### config.mk
export PLATFORM = sky130hd
export DESIGN_NAME = dcc_handler
export DESIGN_NICKNAME = d
export VERILOG_FILES = /design/src/rtl/dcc_pkg.sv /design/src/rtl/dcc_handler.sv /design/src/rtl/dcc_settle.sv
export SDC_FILE = /design/constraint.sdc
export NUM_CORES = 1
export LEC_CHECK = 0
export BUFFER_PORTS_ARGS = -buffer_cell sky130_fd_sc_hd__buf_2
export CAP_MARGIN = 20
export CELL_PAD_IN_SITES_DETAIL_PLACEMENT = 0
export CELL_PAD_IN_SITES_GLOBAL_PLACEMENT = 1
export CORE_ASPECT_RATIO = 1.1
export CORE_MARGIN = 5
export CORE_UTILIZATION = 40
export CTS_CLUSTER_SIZE = 24
export DETAILED_ROUTE_END_ITERATION = 16
export HOLD_SLACK_MARGIN = 0.06
export PLACE_DENSITY = 0.76
export SYNTH_ARGS = -nofsm -noshare
export SYNTH_HDL_FRONTEND = slang
export SYNTH_HIERARCHICAL = 1
export SYNTH_SLANG_ARGS = --single-unit
### constraint.sdc
create_clock -name clk -period 4.77 [get_ports clk]
set_clock_uncertainty 0.2 [all_clocks]
set_input_delay 0 -clock clk [delete_from_list [all_inputs] [get_ports clk]]
set_output_delay 0 -clock clk [all_outputs]
set_load 0.02 [all_outputs]
### src/rtl/dcc_pkg.sv
// Package: constants and types for the detector configuration command handler
//==========================================================================
// Summary of operation
// - Bias command accepted only with multiplier fitted, else bad-command error.
// - Bias zero: no bias, cup collector, positive polarity, lamp off, status.
// - Bias 10..2490: negative bias, multiplier anode, negative polarity, lamp on.
// - Only current magnitudes are sent, whatever the detector polarity.
// - Default marker on bias command applies 1400 volts.
// - Bias query returns magnitude measured at the high-voltage driver output.
// - Bias rejects non-integer, out-of-range or missing parameter as errors.
// - Status bit 3 flags bias failure; cause kept in multiplier error byte.
// - Bias status byte sent only after multiplier and electrometer settle, or after the settle timeout.
// - Power-on reset selects cup collector with zero bias.
// - Bias lamp follows bias state at all times.
// - Option query answers ASCII 1 or 0, then line feed, carriage return.
// - Option command accepted only as a query; else bad-parameter error.
// - Noise floor accepts 0..7; lower means less bandwidth, more averaging.
// - Noise floor is 4 at power-up and on default marker.
// - All measurement kinds share one noise-floor setting.
// - Noise-floor query returns the level in use.
// - Noise floor missing, non-integer or out-of-range parameter flags error.
// - Point count is (final minus initial mass) times steps per amu plus one.
// - Each point is four bytes; count excludes trailing total-pressure value.
// - Point-count command accepts only the query; missing parameter is error.
package dcc_pkg;

   //=======================================================================
   // Register map (APB byte addresses)
   localparam logic [7:0] DCC_CMD_OFS = 8'h00;
   localparam logic [7:0] DCC_STAT_OFS = 8'h04;
   localparam logic [7:0] DCC_RESP_OFS = 8'h08;
   localparam logic [7:0] DCC_BIAS_OFS = 8'h0c;
   localparam logic [7:0] DCC_NF_OFS = 8'h10;
   localparam logic [7:0] DCC_SCAN_OFS = 8'h14;
   localparam logic [7:0] DCC_ERR_OFS = 8'h18;

   //=======================================================================
   // Command register field positions
   localparam int DCC_OP_LSB = 0;
   localparam int DCC_FORM_LSB = 4;
   localparam int DCC_INT_BIT = 6;
   localparam int DCC_VAL_LSB = 16;
   // Status byte bit positions
   localparam int DCC_ST_BADCMD = 0;
   localparam int DCC_ST_BADPAR = 1;
   localparam int DCC_ST_EXEC = 3;
   // Status register extra bits
   localparam int DCC_SR_BUSY = 8;
   localparam int DCC_SR_VALID = 9;
   localparam int DCC_SR_FITTED = 10;
   localparam int DCC_SR_ANODE = 11;
   localparam int DCC_SR_NEG = 12;
   localparam int DCC_SR_LAMP = 13;

   //=======================================================================
   // Values
   localparam logic [11:0] DCC_BIAS_MIN = 12'h00a;
   localparam logic [11:0] DCC_BIAS_MAX = 12'h9ba;
   localparam logic [11:0] DCC_BIAS_DEF = 12'h578;
   localparam logic [2:0] DCC_NF_DEF = 3'h4;
   localparam logic [2:0] DCC_NF_MAX = 3'h7;
   localparam logic [7:0] DCC_MASS_INIT_DEF = 8'h01;
   localparam logic [8:0] DCC_MASS_FINAL_DEF = 9'h064;
   localparam logic [4:0] DCC_STEPS_DEF = 5'h10;
   localparam logic [7:0] DCC_ASCII_0 = 8'h30;
   localparam logic [7:0] DCC_ASCII_LF = 8'h0a;
   localparam logic [7:0] DCC_ASCII_CR = 8'h0d;
   // Multiplier error byte codes
   localparam logic [7:0] DCC_MERR_NONE = 8'h00;
   localparam logic [7:0] DCC_MERR_SETTLE = 8'h01;

   //=======================================================================
   // Timing
   localparam int DCC_CLK_MHZ = 100;
   localparam int DCC_SETTLE_US = 100;
   localparam int DCC_SETTLE_CYC = DCC_SETTLE_US * DCC_CLK_MHZ;
   localparam int DCC_SETTLE_TIMEOUT = 2 * DCC_SETTLE_CYC;

   //=======================================================================
   // Types
   typedef enum logic [2:0] {
      DCC_OP_BIAS = 3'h0,
      DCC_OP_OPTION = 3'h1,
      DCC_OP_NOISE = 3'h2,
      DCC_OP_POINTS = 3'h3,
      DCC_OP_BIASERR = 3'h4
   } dcc_op_t;

   typedef enum logic [1:0] {
      DCC_FM_NONE = 2'h0,
      DCC_FM_VALUE = 2'h1,
      DCC_FM_DEFAULT = 2'h2,
      DCC_FM_QUERY = 2'h3
   } dcc_form_t;

   typedef struct packed {
      dcc_op_t op;
      dcc_form_t form;
      logic is_int;
      logic [15:0] value;
   } dcc_cmd_t;

   typedef struct packed {
      logic [11:0] bias_set;
      logic anode_sel;
      logic neg_pol;
   } dcc_det_t;

endpackage

### src/rtl/dcc_handler.sv
// Detector configuration command handler with APB register access
//
// The APB register port and the register offsets were decided locally.
module dcc_handler
   import dcc_pkg::*;
#(
   parameter int SETTLE_CYC = DCC_SETTLE_CYC,
   parameter int TIMEOUT_CYC = DCC_SETTLE_TIMEOUT,
   parameter logic [8:0] MASS_MAX = DCC_MASS_FINAL_DEF
) (
   input wire logic clk,
   input wire logic srst,
   input wire logic psel,
   input wire logic penable,
   input wire logic pwrite,
   input wire logic [7:0] paddr,
   input wire logic [31:0] pwdata,
   output logic [31:0] prdata,
   output logic pready,
   output logic pslverr,
   input wire logic option_fitted,
   input wire logic hv_ready,
   input wire logic [11:0] hv_measured,
   output logic [11:0] bias_dac,
   output logic anode_select,
   output logic negative_polarity,
   output logic bias_indicator_lamp,
   output logic [2:0] noise_floor_level
);
   typedef enum logic [2:0] {
      DCC_S_IDLE = 3'b001,
      DCC_S_SETTLE = 3'b010,
      DCC_S_DONE = 3'b100
   } dcc_state_t;

   dcc_state_t state_reg;
   dcc_det_t det_reg;
   logic [2:0] nf_reg;
   logic [7:0] status_reg;
   logic [23:0] resp_reg;
   logic resp_valid_reg;
   logic [7:0] merr_reg;
   logic [7:0] mass_init_reg;
   logic [8:0] mass_final_reg;
   logic [4:0] steps_reg;
   logic [2:0] rdy_sync;
   logic [2:0] fit_sync;
   logic rdy_reg;
   logic fit_reg;
   logic [31:0] prdata_next;
   logic wr_acc;
   logic rd_acc;
   logic cmd_go;
   dcc_cmd_t cmd;
   logic settle_start;
   logic settle_done;
   logic settle_fail;
   logic bias_ok;
   logic [15:0] bias_val;
   logic [15:0] points;

   //=======================================================================
   // Pin synchronisers: a change counts when stages two and three agree
   always_ff @(posedge clk) begin
      if (srst) begin
         rdy_sync <= 3'b000;
         fit_sync <= 3'b000;
      end else begin
         rdy_sync <= {rdy_sync[1:0], hv_ready};
         fit_sync <= {fit_sync[1:0], option_fitted};
      end
   end

   always_ff @(posedge clk) begin
      if (srst) begin
         rdy_reg <= 1'b0;
         fit_reg <= 1'b0;
      end else begin
         if (rdy_sync[1] == rdy_sync[2]) begin
            rdy_reg <= rdy_sync[2];
         end
         if (fit_sync[1] == fit_sync[2]) begin
            fit_reg <= fit_sync[2];
         end
      end
   end

   //=======================================================================
   // APB: zero-wait slave, command writes refused while a bias settles
   assign wr_acc = psel && penable && pwrite;
   assign rd_acc = psel && penable && !pwrite;
   assign cmd = dcc_cmd_t'({pwdata[DCC_OP_LSB +: 3],
      pwdata[DCC_FORM_LSB +: 2], pwdata[DCC_INT_BIT],
      pwdata[DCC_VAL_LSB +: 16]});
   assign cmd_go = wr_acc && (paddr == DCC_CMD_OFS) &&
      (state_reg == DCC_S_IDLE);
   // Ready and error come from flops; ready is low only while in reset
   always_ff @(posedge clk) begin
      if (srst) begin
         pready <= 1'b0;
         pslverr <= 1'b0;
      end else begin
         pready <= 1'b1;
         pslverr <= 1'b0;
      end
   end

   // Read mux; unmapped addresses read zero
   always_comb begin
      prdata_next = 32'h0000_0000;
      case (paddr)
         DCC_STAT_OFS: begin
            prdata_next[7:0] = status_reg;
            prdata_next[DCC_SR_BUSY] = (state_reg != DCC_S_IDLE);
            prdata_next[DCC_SR_VALID] = resp_valid_reg;
            prdata_next[DCC_SR_FITTED] = fit_reg;
            prdata_next[DCC_SR_ANODE] = det_reg.anode_sel;
            prdata_next[DCC_SR_NEG] = det_reg.neg_pol;
            prdata_next[DCC_SR_LAMP] = bias_indicator_lamp;
         end
         DCC_RESP_OFS: prdata_next[23:0] = resp_reg;
         DCC_BIAS_OFS: prdata_next[11:0] = det_reg.bias_set;
         DCC_NF_OFS: prdata_next[2:0] = nf_reg;
         DCC_SCAN_OFS: begin
            prdata_next[7:0] = mass_init_reg;
            prdata_next[16:8] = mass_final_reg;
            prdata_next[28:24] = steps_reg;
         end
         DCC_ERR_OFS: prdata_next[7:0] = merr_reg;
         default: prdata_next = 32'h0000_0000;
      endcase
   end

   // Registered read data, captured in the setup cycle, presented in the access cycle
   always_ff @(posedge clk) begin
      if (srst) begin
         prdata <= 32'h0000_0000;
      end else if (psel && !penable) begin
         prdata <= prdata_next;
      end
   end

   // Scan range, written by the neighbouring scan set-up
   always_ff @(posedge clk) begin
      if (srst) begin
         mass_init_reg <= DCC_MASS_INIT_DEF;
         mass_final_reg <= MASS_MAX;
         steps_reg <= DCC_STEPS_DEF;
      end else if (wr_acc && paddr == DCC_SCAN_OFS) begin
         mass_init_reg <= pwdata[7:0];
         mass_final_reg <= pwdata[16:8];
         steps_reg <= pwdata[28:24];
      end
   end

   //=======================================================================
   // Bias parameter decode
   always_comb begin
      bias_val = (cmd.form == DCC_FM_DEFAULT) ? 16'(DCC_BIAS_DEF) :
         cmd.value;
      bias_ok = (cmd.form == DCC_FM_DEFAULT) ||
         (cmd.form == DCC_FM_VALUE && cmd.is_int &&
          (cmd.value == 16'h0000 ||
           (cmd.value >= 16'(DCC_BIAS_MIN) &&
            cmd.value <= 16'(DCC_BIAS_MAX))));
   end

   // Analog point count; final mass below initial mass is not checked and wraps
   assign points = 16'((16'(mass_final_reg) - 16'(mass_init_reg)) *
      16'(steps_reg) + 16'h0001);

   assign settle_start = cmd_go && cmd.op == DCC_OP_BIAS && fit_reg &&
      bias_ok;

   //=======================================================================
   // Command sequencer
   always_ff @(posedge clk) begin
      if (srst) begin
         state_reg <= DCC_S_IDLE;
      end else begin
         case (state_reg)
            DCC_S_IDLE: begin
               if (settle_start) begin
                  state_reg <= DCC_S_SETTLE;
               end
            end
            DCC_S_SETTLE: begin
               if (settle_done || settle_fail) begin
                  state_reg <= DCC_S_DONE;
               end
            end
            DCC_S_DONE: state_reg <= DCC_S_IDLE;
            default: state_reg <= DCC_S_IDLE;
         endcase
      end
   end

   // Detector path and bias
   always_ff @(posedge clk) begin
      if (srst) begin
         det_reg <= '0;
      end else if (settle_start) begin
         det_reg.bias_set <= bias_val[11:0];
         det_reg.anode_sel <= (bias_val != 16'h0000);
         det_reg.neg_pol <= (bias_val != 16'h0000);
      end
   end

   // Outputs registered from the detector state and level, one cycle behind
   always_ff @(posedge clk) begin
      if (srst) begin
         bias_dac <= 12'h000;
         anode_select <= 1'b0;
         negative_polarity <= 1'b0;
         bias_indicator_lamp <= 1'b0;
         noise_floor_level <= DCC_NF_DEF;
      end else begin
         bias_dac <= det_reg.bias_set;
         anode_select <= det_reg.anode_sel;
         negative_polarity <= det_reg.neg_pol;
         bias_indicator_lamp <= (det_reg.bias_set != 12'h000);
         noise_floor_level <= nf_reg;
      end
   end

   // Noise floor level, one setting for every measurement kind
   always_ff @(posedge clk) begin
      if (srst) begin
         nf_reg <= DCC_NF_DEF;
      end else if (cmd_go && cmd.op == DCC_OP_NOISE) begin
         if (cmd.form == DCC_FM_DEFAULT) begin
            nf_reg <= DCC_NF_DEF;
         end else if (cmd.form == DCC_FM_VALUE && cmd.is_int &&
                      cmd.value <= 16'(DCC_NF_MAX)) begin
            nf_reg <= cmd.value[2:0];
         end
      end
   end

   // Multiplier error byte: failure cause of the latest bias setting, cleared when one starts
   always_ff @(posedge clk) begin
      if (srst) begin
         merr_reg <= DCC_MERR_NONE;
      end else if (state_reg == DCC_S_SETTLE && settle_fail) begin
         merr_reg <= DCC_MERR_SETTLE;
      end else if (settle_start) begin
         merr_reg <= DCC_MERR_NONE;
      end
   end

   //=======================================================================
   // Status byte and query responses
   always_ff @(posedge clk) begin
      if (srst) begin
         status_reg <= 8'h00;
         resp_reg <= 24'h00_0000;
         resp_valid_reg <= 1'b0;
      end else if (state_reg == DCC_S_SETTLE && settle_fail) begin
         status_reg[DCC_ST_EXEC] <= 1'b1;
         resp_valid_reg <= 1'b1;
      end else if (state_reg == DCC_S_SETTLE && settle_done) begin
         resp_valid_reg <= 1'b1;
      end else if (cmd_go) begin
         status_reg <= 8'h00;
         resp_valid_reg <= 1'b1;
         resp_reg <= 24'h00_0000;
         case (cmd.op)
            DCC_OP_BIAS: begin
               if (!fit_reg) begin
                  status_reg[DCC_ST_BADCMD] <= 1'b1;
               end else if (cmd.form == DCC_FM_QUERY) begin
                  resp_reg <= {12'h000, hv_measured};
               end else if (!bias_ok) begin
                  status_reg[DCC_ST_BADPAR] <= 1'b1;
               end else begin
                  resp_valid_reg <= 1'b0;
               end
            end
            DCC_OP_OPTION: begin
               if (cmd.form == DCC_FM_QUERY) begin
                  resp_reg <= {DCC_ASCII_0 | {7'h00, fit_reg},
                     DCC_ASCII_LF, DCC_ASCII_CR};
               end else begin
                  status_reg[DCC_ST_BADPAR] <= 1'b1;
               end
            end
            DCC_OP_NOISE: begin
               if (cmd.form == DCC_FM_QUERY) begin
                  resp_reg <= {21'h00_0000, nf_reg};
               end else if (cmd.form == DCC_FM_NONE ||
                  (cmd.form == DCC_FM_VALUE && (!cmd.is_int ||
                   cmd.value > 16'(DCC_NF_MAX)))) begin
                  status_reg[DCC_ST_BADPAR] <= 1'b1;
               end
            end
            DCC_OP_POINTS: begin
               if (cmd.form == DCC_FM_QUERY) begin
                  resp_reg <= {8'h00, points};
               end else begin
                  status_reg[DCC_ST_BADPAR] <= 1'b1;
               end
            end
            DCC_OP_BIASERR: resp_reg <= {16'h0000, merr_reg};
            default: status_reg[DCC_ST_BADCMD] <= 1'b1;
         endcase
      end
   end

   //=======================================================================
   // Settling wait for multiplier and electrometer
   dcc_settle #(
      .SETTLE_CYC(SETTLE_CYC),
      .TIMEOUT_CYC(TIMEOUT_CYC)
   ) u_settle (
      .clk(clk),
      .srst(srst),
      .start(settle_start),
      .ready_sync(rdy_reg),
      .done(settle_done),
      .fail(settle_fail)
   );
endmodule // dcc_handler

### src/rtl/dcc_settle.sv
// Settle timer: waits a minimum time, then for the analog ready level
module dcc_settle
   import dcc_pkg::*;
#(
   parameter int SETTLE_CYC = DCC_SETTLE_CYC,
   parameter int TIMEOUT_CYC = DCC_SETTLE_TIMEOUT
) (
   input wire logic clk,
   input wire logic srst,
   input wire logic start,
   input wire logic ready_sync,
   output logic done,
   output logic fail
);
   logic [31:0] cnt_reg;
   logic run_reg;

   //=======================================================================
   // Counter runs from start; done once both time and ready are met
   always_ff @(posedge clk) begin
      if (srst || start) begin
         cnt_reg <= 32'h0000_0000;
      end else if (run_reg) begin
         cnt_reg <= cnt_reg + 32'h0000_0001;
      end
   end

   always_ff @(posedge clk) begin
      if (srst) begin
         run_reg <= 1'b0;
      end else if (start) begin
         run_reg <= 1'b1;
      end else if (done || fail) begin
         run_reg <= 1'b0;
      end
   end

   // A supply that never reports ready is a failure, not a hang
   assign done = run_reg && !fail && ready_sync &&
      (cnt_reg >= 32'(SETTLE_CYC - 1));
   assign fail = run_reg && (cnt_reg >= 32'(TIMEOUT_CYC - 1));
endmodule // dcc_settle

# Word-level counts from Yosys, hierarchy flattened
# Cells that the tools add are included.
[word_totals]
reg_bits = 158
in_bits = 59
out_inout_bits = 52
[op_classes]
addsub = 3
multipliers = 1
n_lt_le_gt_ge = 6
eq_ne = 21
n_mux = 42
bitwise_logic = 2
n_reduce_logical = 47
[op_table]
columns = ["op", "n"]
rows = [
  ["24-bit one-hot mux with 5 select lines", 1],
  ["32-bit by 1-bit adder with 32-bit output, second input constant", 1],
  ["32-bit by 14-bit greater-or-equal comparator with 1-bit output, second input constant", 1],
  ["32-bit by 15-bit greater-or-equal comparator with 1-bit output, second input constant", 1],
  ["16-bit two-way mux", 2],
  ["8-bit by 5-bit == test with 1-bit output, second input constant", 3],
  ["12-bit two-way mux", 2],
  ["22-bit two-way mux", 1],
  ["1-bit logical AND", 21],
  ["5-bit one-hot mux with 4 select lines", 1],
  ["1-bit two-way mux", 19],
  ["3-bit one-hot mux with 6 select lines", 1],
  ["16-bit by 1-bit adder with 16-bit output, second input constant", 1],
  ["8-bit by 4-bit == test with 1-bit output, second input constant", 2],
  ["16-bit by 4-bit greater-or-equal comparator with 1-bit output, second input constant", 1],
  ["16-bit by 3-bit greater-than comparator with 1-bit output, second input constant", 1],
  ["16-bit by 12-bit less-or-equal comparator with 1-bit output, second input constant", 1],
  ["16-bit by 3-bit less-or-equal comparator with 1-bit output, second input constant", 1],
  ["16-bit zero test", 1],
  ["10-bit by 6-bit multiplier with 16-bit output", 1],
  ["4-bit one-hot mux with 4 select lines", 1],
  ["16-bit nonzero test", 1],
  ["3-bit two-way mux", 5],
  ["3-bit one-hot mux with 2 select lines", 2],
  ["other kinds (30)", 50],
]

# Longest topological paths before layout
# Gate-level depths: netlist of the first run.
[depth]
word_depth = 12
mapped_depth = 23
mapped_depth_nobuf = 23

# Cells and area by module
# Netlist of the first run, hierarchy kept.
[by_module_without_submodules]
columns = ["mod", "n_inst", "cells_per_inst", "area_per_inst_um2", "seq_area_each_um2"]
rows = [
  ["dcc_handler", 1, 840, 6932.9, 2262.2],
  ["dcc_settle", 1, 205, 1729.2, 660.6],
]

# Least setup slack after synthesis of the first run
# Ideal clock, no wire load.
[synth_timing]
kind = "register to register"
from = "register mass_final_reg[0]"
to = "register resp_reg[14]"
t_arrival_ns = 4.944
setup_slack_ns = -0.497
path_stages_with_launch = 23
synth_period_minus_slack_ns = 5.267
cell_sequence = "dfxtp_1 > inv_1 > ha_1 > fa_1 > nor2b_1 > o21ai_0 > a21boi_0 > o21a_1 > o41a_1 > xor2_1 > nor2b_1 > fa_1 > fa_1 > inv_1 > fa_1 > inv_1 > ha_1 > or3_1 > o32ai_1 > o31ai_1 > a21oi_1 > xor2_1 > o21ai_0"
[synth_via]
elab_chain_len = 5
[synth_rtl]
columns = ["item", "line", "rtl"]
rows = [
  ["from (decl)", "dcc_handler.sv:44", "logic [8:0] mass_final_reg;"],
  ["from (signal assigned)", "dcc_handler.sv:151", "mass_final_reg <= pwdata[16:8];"],
  ["9-bit by 8-bit subtractor with 10-bit output", "dcc_handler.sv:169", "assign points = 16'((16'(mass_final_reg) - 16'(mass_init_reg)) *"],
  ["10-bit by 6-bit multiplier with 16-bit output", "dcc_handler.sv:169", ""],
  ["16-bit by 1-bit adder with 16-bit output", "dcc_handler.sv:170", "16'(steps_reg) + 16'h0001);"],
  ["16-bit two-way mux", "dcc_handler.sv:297", "if (cmd.form == DCC_FM_QUERY) begin"],
  ["24-bit one-hot mux with 5 select lines", "dcc_handler.sv:267", "case (cmd.op)"],
  ["to (signal assigned)", "dcc_handler.sv:272", "resp_reg <= {12'h000, hv_measured};"],
  ["to (signal assigned)", "dcc_handler.sv:298", "resp_reg <= {8'h00, points};"],
  ["to (signal assigned)", "dcc_handler.sv:303", "DCC_OP_BIASERR: resp_reg <= {16'h0000, merr_reg};"],
  ["to (decl)", "dcc_handler.sv:40", "logic [23:0] resp_reg;"],
]
# No other way between the ends.
# A chain may end at the register's enable or synchronous reset.

# Worst setup path in the final report of the first run
[layout_timing]
from = "register mass_final_reg[0]"
to = "register resp_reg[11]"
# Same word-level chain as after synthesis.

==> results by group, run 1 <==
Final layout
  – Fillers: 2044
  – Synthesis-to-layout area growth: 30.7%
  – Final core occ: 0.532
  – Share of cells above drive strength 1: 0.214
  – Fin cells: 1543
  – Final Net Count: 1371
  – Max reg flops: 32
  – Ant diodes: 0

Worst setup path
  – Crit-path cells: inv_2 -> ha_4 -> fa_2 -> nor2b_1 -> o21ai_1 -> a21boi_1 -> o21a_1 -> o41a_1 -> xor2_2 -> nor2b_1 -> fa_1 -> fa_1 -> inv_2 -> fa_1 -> inv_2 -> ha_4 -> nand2_4 -> o21a_1 -> a31oi_4 -> a31oi_4 -> xor2_1 -> a221oi_1 -> a21o_1
  – Max incr delay on CP: 540 ps
  – Data arrival, critical path: 5370 ps
  – Startpoint types: register
  – WP data required: 4940 ps
  – Slowest stage cell, crit path: fa_1
  – Critical path fanouts, max: 3
  – Crit end category: register
  – Critical path class: reg -> reg

Global route
  – Grt ovf: 0
  – Largest net degree at the start of global routing: 83
  – First-pass GRT wire length: 42.8 mm
  – Initial antenna violation count: 0
  – Tot GR Track Use: 0.222
  – Number of global-route vias before repair: 7989

Yosys
  – Yosys warning total: 6
  – Async SR Flop Fraction: 0
  – Distinct cell type count after synthesis: 74
  – Mapped cell area: 8660 um2
  – Syn Area/Cell: 8.29 um2
  – Yosys reg bits: 146
  – Top FF cell, synth: dfxtp_1
  – Post-synthesis sequential area ratio: 0.337
  – Syn Inst Count: 1045
  – EDFF count, synth: 0

STA
  – Min Hold Slack: 67.4 ps
  – Fin. max-slew vios: 0
  – Worst-margin pin slew: 998 ps
  – Final hold violation count: 0
  – Setup Viol. Count Final: 9
  – Setup ws final: -424 ps
  – Highest clock rate: 193 MHz
  – RSZ-0062 raised after global routing: true
  – Part of the cycle the worst path needs: 1.09
  – Relative slew slack: 0.329
  – Crit path time final: 5190 ps

Clock tree
  – CTS root buffer: clkbuf_16
  – H-tree levels: 4
  – Clock Tree Buf Depth: 2
  – CTS tree: done
  – Clock-pin transition on the worst setup and hold timing paths: 70 ps
  – CTS buffer count: 17
  – Clk_lat worst skew: 430 ps
  – CTS Sinks: 146

Run status
  – Status: finished with violations
  – Violated checks: negative setup slack

Drt
  – DRC: 0
  – Total number of vias: 8165
  – DR vias/cell: 5.29
  – Iter 0 DRT Violations: 522
  – Post-Route WL: 27.1 mm
  – Routed length per instance: 17.6 um
  – DRT Pass-1 Iters: 5
  – Residual antenna-violating net count after detailed routing: 0

Die
  – Die area: 24700 um2
  – Initial core utilization: 0.407
  – FP Rows: 56
  – Die height: 164 um
  – Chip Width: 150 um
  – Core area: 21300 um2
  – I/O pin total: 111

Place
  – IO Port Bufs: 101
  – DP HPWL: 20.0 mm
  – Final Wtd Congestion: 0.858
  – Placed Cells incl. Taps: 1443

Pwr
  – Leakage: 4.67 nW
  – Total power: 2.79 mW
  – Maximum VDD drop: 186 uV
  – Pwr/cell area: 247 nW/um2

Flow run
  – Max Cap Viol: 0

Min path
  – Worst hold path type: in -> reg
-- through the flow --
stage,instance area (um2),worst slack [ps],setup TNS [ps]
4_1_cts,11200,-398,-2660
2_1_floorplan,8750,-251,-1200
5_1_grt,11300,-654,-4980
3_3_place_gp,9770,-423,-2830
6_report,11300,-424,-2730
3_5_place_dp,9770,-560,-3650
-- final timing paths --
check / startpoint / end / slack, ps / cells after the start
min reg2reg: fit_sync[0] / fit_sync[1] / 240 / 1
max: mass_final_reg[0] / resp_reg[11] / -420 / 23
max reg2reg: mass_final_reg[0] / resp_reg[11] / -420 / 23
min: srst / rdy_sync[2] / 70 / 3
-- worst max-delay path, delay by kind of cell (launching register included) --
| kind | cells | cell delay [ps] |
|---|---|---|
| fa+ha+maj | 6 | 2110 |
| simple gates | 3 | 240 |
| compound gates | 9 | 1760 |
| buf+inv | 3 | 140 |
| xor+xnor | 2 | 340 |
| flops | 1 | 330 |
-- cell families after synthesis --
| family | count (synthesis) | share of synthesized area |
|---|---|---|
| adder cells (fa/ha/maj) | 72 | 0.132 |
| flip-flops | 146 | 0.337 |
| multiplexers | 6 | 0.00737 |
| other | 1 | 0.000433 |
| XOR/XNOR | 29 | 0.0293 |
| AND/OR/NAND/NOR | 441 | 0.268 |
| buffers and inverters | 131 | 0.0649 |
| AO/OA/AOI/OAI | 219 | 0.161 |
-- placed cells by master (no fill, tap or decap), types with 6 or more instances in the layout --
cell / count
a21o_1: 9
a21oi_1: 69
a222oi_1: 10
a22oi_1: 7
and2_1: 34
and3_1: 14
buf_2: 101
buf_4: 61
clkbuf_16: 17
conb_1: 9
dfxtp_1: 142
dlygate4sd3_1: 62
fa_1: 31
ha_1: 32
ha_4: 6
inv_1: 64
inv_2: 7
nand2_1: 136
nand2b_1: 10
nand3_1: 39
nand4_1: 11
nor2_1: 59
nor2b_1: 41
nor3_1: 19
nor4_1: 15
o21ai_0: 40
o21ai_1: 9
o31ai_1: 11
or3_1: 14
or4_1: 9
xnor2_1: 9
xor2_1: 13
-- synthesized netlist by cell type, types with 6 or more instances --
| master | n | share of area |
|---|---|---|
| fa_1 | 32 | 0.074 |
| a21oi_1 | 73 | 0.042 |
| dfxtp_1 | 146 | 0.34 |
| nor2b_1 | 41 | 0.030 |
| xnor2_1 | 14 | 0.014 |
| nand4_1 | 11 | 0.0079 |
| or4_1 | 9 | 0.0078 |
| nor2_1 | 60 | 0.026 |
| buf_4 | 13 | 0.011 |
| nor4_1 | 15 | 0.011 |
| nand3_1 | 39 | 0.023 |
| or3_1 | 15 | 0.011 |
| nand2b_1 | 11 | 0.0079 |
| inv_1 | 71 | 0.031 |
| nand2_1 | 137 | 0.059 |
| xor2_1 | 15 | 0.015 |
| clkbuf_1 | 32 | 0.014 |
| buf_2 | 11 | 0.0064 |
| a21o_1 | 9 | 0.0078 |
| a31oi_1 | 8 | 0.0058 |
| a221oi_1 | 6 | 0.0061 |
| o21ai_0 | 50 | 0.029 |
| a222oi_1 | 10 | 0.012 |
| nor3_1 | 19 | 0.011 |
| and3_1 | 14 | 0.010 |
| o31ai_1 | 11 | 0.0095 |
| ha_1 | 40 | 0.058 |
| and2_1 | 36 | 0.026 |
| a22oi_1 | 8 | 0.0069 |
-- layer usage --
layer  global-route usage  share of wire  vias up
met4               0.0928          0.037        0
met3               0.0389          0.045       50
li1                     -              -     4031
met5                    0              0        -
met1                0.273           0.42     3870
met2                0.382           0.50      214
-- cell type report --
| cell class | count | area [um2] | area share |
|---|---|---|---|
| well taps | 290 | 363 | 0.0320 |
| flip-flops and latches | 146 | 2930 | 0.259 |
| inverters | 71 | 267 | 0.0235 |
| clock inverters | 15 | 189 | 0.0167 |
| repair buffers | 228 | 1630 | 0.144 |
| multi-input cells | 776 | 5520 | 0.488 |
| clock buffers | 17 | 425 | 0.0376 |
-- repair_timing --
action                                  4_1_cts  5_1_grt
endpoints found under the hold margin        68        0
resized for setup                            33       28
endpoints found under the setup margin       10       10
pin swaps                                     9       16
hold buffers                                 62        0
buffers inserted                              4        3
-- report_power, final --
part,leakage [nW],internal (mW),switching [mW]
registers,1.18,1.22,0.00204
logic,3.20,0.0668,0.0939
clock network,0.296,0.798,0.611
Power figures use the tool's default switching activity.
==> inputs of run 2 (changes only) <==
Settings changed: CTS_CLUSTER_SIZE 24 to not set, GPL_TIMING_DRIVEN set to 0.
==> results by group, run 2 (synthesized netlist as in run 1, its figures left out) <==
Clock tree
  – CTS root buffer: clkbuf_16
  – H-tree levels: 4
  – Clk_lat worst skew: 420 ps
  – CTS buffer count: 17
  – Clock Tree Buf Depth: 2
  – CTS Sinks: 146
  – Clock-pin transition on the worst setup and hold timing paths: 60 ps
  – CTS tree: done

Die
  – Chip Width: 150 um
  – I/O pin total: 111
  – Initial core utilization: 0.407
  – FP Rows: 56
  – Die area: 24700 um2
  – Die height: 164 um
  – Core area: 21300 um2

Final layout
  – Most common cell after layout, fill and taps aside: dfxtp_1
  – Ant diodes: 0
  – Most frequent cells in the layout: 141 x dfxtp_1, 135 x nand2_1, 109 x buf_2, 68 x a21oi_1, 67 x inv_1
  – Share of cells above drive strength 1: 0.198
  – Synthesis-to-layout area growth: 29.7%
  – Final Net Count: 1376
  – Max reg flops: 32
  – Fillers: 2083

STA
  – Final hold violation count: 0
  – RSZ-0062 raised after global routing: true
  – Relative slew slack: 0.333
  – Worst-margin pin slew: 992 ps
  – Fin. max-slew vios: 0
  – Crit path time final: 5290 ps
  – Min Hold Slack: 136 ps
  – Setup TNS: -3570 ps
  – Part of the cycle the worst path needs: 1.11
  – Highest clock rate: 189 MHz
  – Setup ws final: -518 ps
  – Setup Viol. Count Final: 9

Global route
  – Initial antenna violation count: 0
  – Largest net degree at the start of global routing: 17
  – Tot GR Track Use: 0.222
  – Grt ovf: 0
  – First-pass GRT wire length: 42.7 mm
  – Number of global-route vias before repair: 7976

Worst setup path
  – Slowest stage cell, crit path: fa_1
  – Startpoint types: register
  – Crit-path cells: inv_1 -> ha_1 -> a21boi_2 -> o21a_1 -> o41a_1 -> xor2_2 -> nor2b_1 -> fa_1 -> fa_1 -> inv_1 -> fa_1 -> inv_2 -> ha_4 -> a21oi_4 -> o21a_1 -> a31oi_4 -> a31oi_4 -> xor2_2 -> a221oi_2 -> a21o_1
  – Data arrival, critical path: 5410 ps
  – Critical path fanouts, max: 4
  – Critical path class: reg -> reg
  – CP dominant cell by count: fa_1
  – Max incr delay on CP: 500 ps
  – WP data required: 4890 ps
  – Crit end category: register
  – Reg2reg setup slack: -520 ps

Pwr
  – Pint: 2.07 mW
  – Pwr/cell area: 242 nW/um2
  – Clock Power Share: 0.488
  – Comb pwr share: 0.061
  – Psw: 650 uW
  – Leakage: 4.55 nW
  – Total power: 2.72 mW
  – Maximum VDD drop: 213 uV
  – Sw Share: 0.239
  – Seq pwr share: 0.450

Place
  – Place WS: -978 ps
  – DP HPWL: 20.7 mm
  – IO Port Bufs: 98
  – Final Wtd Congestion: 0.942

Flow run
  – Max Cap Viol: 0

Drt
  – DRT Pass-1 Iters: 5
  – Post-Route WL: 27.0 mm
  – Residual antenna-violating net count after detailed routing: 0
  – DR vias/cell: 5.29
  – Iter 0 DRT Violations: 535
  – Routed length per instance: 17.4 um
  – Total number of vias: 8187
  – DRC: 0

Run status
  – Status: finished with violations
  – Violated checks: negative setup slack

Min path
  – Worst hold path type: in -> reg
run 2: changes by cell type in the layout (fill, tap and decap cells not counted), sizes merged:
| cell | previous run | this run |
|---|---|---|
| buf | 166 | 141 |
| clkinv | 3 | 6 |
| clkbuf | 17 | 50 |
| clkinvlp | 2 | 3 |
| dlygate4sd3 | 62 | 60 |
| inv | 79 | 74 |
run 2: worst paths after layout:
check / from / cells past startpoint / to
max: mass_init_reg[4] / 20 / resp_reg[11]
min: option_fitted / 3 / fit_sync[0]
max reg2reg: mass_init_reg[4] / 20 / resp_reg[11]
min reg2reg: fit_sync[0] / 1 / fit_sync[1]
run 2: power by group through the flow:
stage | clock network (mW) | registers (mW) | logic (mW)
floorplan | 0 | 1.26 | 0.0645
global placement | 0 | 1.25 | 0.130
detailed placement | 0 | 1.25 | 0.130
CTS | 1.36 | 1.23 | 0.165
global route | 1.41 | 1.22 | 0.181
finish | 1.33 | 1.22 | 0.167
run 2: per-stage QoR:
stage / util / cells / cell area, um2
2_1_floorplan: - / 1053 / 8750
3_3_place_gp: 0.451 / 1441 / 9610
3_5_place_dp: 0.451 / 1441 / 9610
4_1_cts: 0.518 / 1540 / 11000
5_1_grt: 0.527 / 1548 / 11200
6_report: 0.527 / 1548 / 11200
run 2: cell type report:
class                      instances  area, um2  area share
buffer                            60        295      0.0263
clock buffer                      18        429      0.0382
clock inverter                    14        156      0.0139
inverter                          71        267      0.0237
multi-input combinational        776       5580       0.497
sequential                       146       2930       0.261
tap                              290        363      0.0323
timing repair buffer             173       1210       0.107
run 2: routing by layer:
metal / track usage / share of wire
met3: 0.0378 / 0.053
met4: 0.0753 / 0.027
met2: 0.388 / 0.50
met5: 0 / 0
met1: 0.276 / 0.42
run 2: timing repair:
action / 4_1_cts / 5_1_grt
endpoints found under the hold margin: 72 / 0
resized for setup: 38 / 35
endpoints found under the setup margin: 10 / 11
buffers inserted: 7 / 8
pin swaps: 24 / 42
hold buffers: 60 / 0
run 2: critical path: cells and delay by family, from the launching register on:
kind	cells	cell delay, ps
xor+xnor	2	410
compound gates	9	1740
flops	1	430
buf+inv	3	180
simple gates	1	170
fa+ha+maj	5	2050
==> inputs of run 3 (changes only) <==
Settings changed: CELL_PAD_IN_SITES_DETAIL_PLACEMENT 0 to 2, CELL_PAD_IN_SITES_GLOBAL_PLACEMENT 1 to 2, CORE_UTILIZATION 40 to 32.
==> results by group, run 3 (synthesized netlist as in run 1, its figures left out) <==
Run status
  – Status: finished with violations
  – Violated checks: negative setup slack

Clock tree
  – H-tree levels: 4
  – Clock Tree Buf Depth: 2
  – CTS root buffer: clkbuf_16
  – CTS tree: done
  – CTS Sinks: 146
  – CTS buffer count: 17
  – Clk_lat worst skew: 450 ps
  – Clock-pin transition on the worst setup and hold timing paths: 80 ps

Global route
  – Largest net degree at the start of global routing: 17
  – Tot GR Track Use: 0.245
  – Initial antenna violation count: 1
  – Number of global-route vias before repair: 9896
  – First-pass GRT wire length: 58.2 mm
  – Grt ovf: 0

Die
  – I/O pin total: 111
  – Die height: 183 um
  – Die area: 30500 um2
  – FP Rows: 63
  – Chip Width: 167 um
  – Initial core utilization: 0.323
  – Core area: 26800 um2

Drt
  – DRT Pass-1 Iters: 5
  – Iter 0 DRT Violations: 609
  – Total number of vias: 8993
  – DR vias/cell: 5.53
  – Routed length per instance: 24.4 um
  – Post-Route WL: 39.7 mm
  – DRC: 0
  – Residual antenna-violating net count after detailed routing: 0

STA
  – Setup TNS: -7860 ps
  – Setup ws final: -891 ps
  – Crit path time final: 5660 ps
  – RSZ-0062 raised after global routing: true
  – Final hold violation count: 0
  – Worst-margin pin slew: 964 ps
  – Setup Viol. Count Final: 12
  – Highest clock rate: 177 MHz
  – Relative slew slack: 0.352
  – Fin. max-slew vios: 0
  – Part of the cycle the worst path needs: 1.19

Final layout
  – Final Net Count: 1387
  – Most frequent cells in the layout: 139 x dfxtp_1, 135 x nand2_1, 109 x buf_2, 67 x a21oi_1, 62 x inv_1
  – Max reg flops: 32
  – Finished Cell Area: 11600 um2
  – Fillers: 2950
  – Area of the multi-input gates: 5700 um2
  – Synthesis-to-layout area growth: 33.7%
  – Share of cells above drive strength 1: 0.221
  – Reg area: 2940 um2
  – Most common cell after layout, fill and taps aside: dfxtp_1
  – Final core occ: 0.432

Pwr
  – Sw Share: 0.252
  – Pint: 2.14 mW
  – Maximum VDD drop: 251 uV
  – Seq pwr share: 0.428
  – Psw: 722 uW
  – Pwr/cell area: 247 nW/um2
  – Clock Power Share: 0.507
  – Leakage: 4.66 nW
  – Comb pwr share: 0.065

Min path
  – Worst hold path type: in -> reg
  – Hold path depth: 4

Worst setup path
  – Data arrival, critical path: 5850 ps
  – Startpoint types: register
  – WP data required: 4950 ps
  – Max incr delay on CP: 520 ps
  – Critical path class: reg -> reg
  – Crit path depth: 22
  – Crit end category: register
  – Crit-path cells: inv_1 -> ha_1 -> nor2b_1 -> o21ai_0 -> nand2b_1 -> a31oi_4 -> a211oi_4 -> xnor2_2 -> and2_4 -> fa_1 -> fa_1 -> inv_1 -> fa_1 -> inv_1 -> ha_4 -> nand2_4 -> o21a_1 -> a31oi_4 -> a31oi_4 -> xor2_4 -> a221oi_4 -> a21o_1
  – Critical path fanouts, max: 5
  – Worst path top cell family by delay: adder cells
  – FF-to-FF path depth: 22
  – Reg2reg setup slack: -890 ps
  – Buf+Inv Stages, Crit Path: 3
  – Slowest stage cell, crit path: fa_1

Place
  – DP HPWL: 25.2 mm
  – Place WS: -1260 ps
  – IO Port Bufs: 98
  – Area after DPL: 9690 um2
  – Final Wtd Congestion: 0.853

Flow run
  – Max Cap Viol: 0
## run 3: cell types whose count changed in the layout (fill, tap and decap cells not counted), sizes merged
| cell | delta |
|---|---|
| clkbuf | +1 |
| bufinv | +1 |
| dlygate4sd3 | -1 |
| buf | +12 |
| clkinv | -3 |
| diode | +1 |
| inv | +1 |
## run 3: metal layers
layer / global-route usage / vias up / routed length (um)
met5: 0 / - / 0
met4: 0.0972 / 0 / 1380
met3: 0.0418 / 78 / 1720
met2: 0.439 / 278 / 20300
met1: 0.292 / 4585 / 16300
li1: - / 4052 / -
## run 3: path summary, 6_finish.rpt
check                   startpoint                end
setup / recovery  mass_init_reg[1]       resp_reg[11]
hold / removal          pwdata[13]  mass_final_reg[5]
setup reg to reg  mass_init_reg[1]       resp_reg[11]
hold reg to reg        fit_sync[0]        fit_sync[1]
## run 3: timing repair
item,in CTS,in global routing
hold endpoints to repair,69,0
hold buffers,59,0
pin swaps,32,34
setup endpoints to repair,11,12
gates resized for setup,62,41
buffers inserted,18,10
## run 3: area by class of cell
class	instances	area share
antenna	1	0.000216
buffer	60	0.0255
clock buffer	19	0.0382
clock inverter	13	0.0150
inverter	71	0.0232
multi-input combinational	776	0.492
sequential	146	0.254
tap	357	0.0386
timing repair buffer	184	0.113
## run 3: through the flow
step | hold slack [ps] | cells | power, mW
floorplan | -95.9 | 1053 | 1.32
global placement | 36.3 | 1508 | 1.39
detailed placement | 38.2 | 1508 | 1.39
CTS | 63.2 | 1617 | 2.85
global route | 162 | 1627 | 2.93
finish | 131 | 1627 | 2.86
## run 3: worst min-delay path, cell delays in order
cell,delay (ps)
dlygate4sd3_1,520
buf_2,110
nand2_1,50
nand3_1,70
## run 3: power by group through the flow
| stage | clock network [mW] | registers (mW) | logic (mW) |
|---|---|---|---|
| floorplan | 0 | 1.26 | 0.0645 |
| global placement | 0 | 1.25 | 0.137 |
| detailed placement | 0 | 1.25 | 0.139 |
| CTS | 1.45 | 1.23 | 0.176 |
| global route | 1.51 | 1.22 | 0.198 |
| finish | 1.45 | 1.23 | 0.187 |
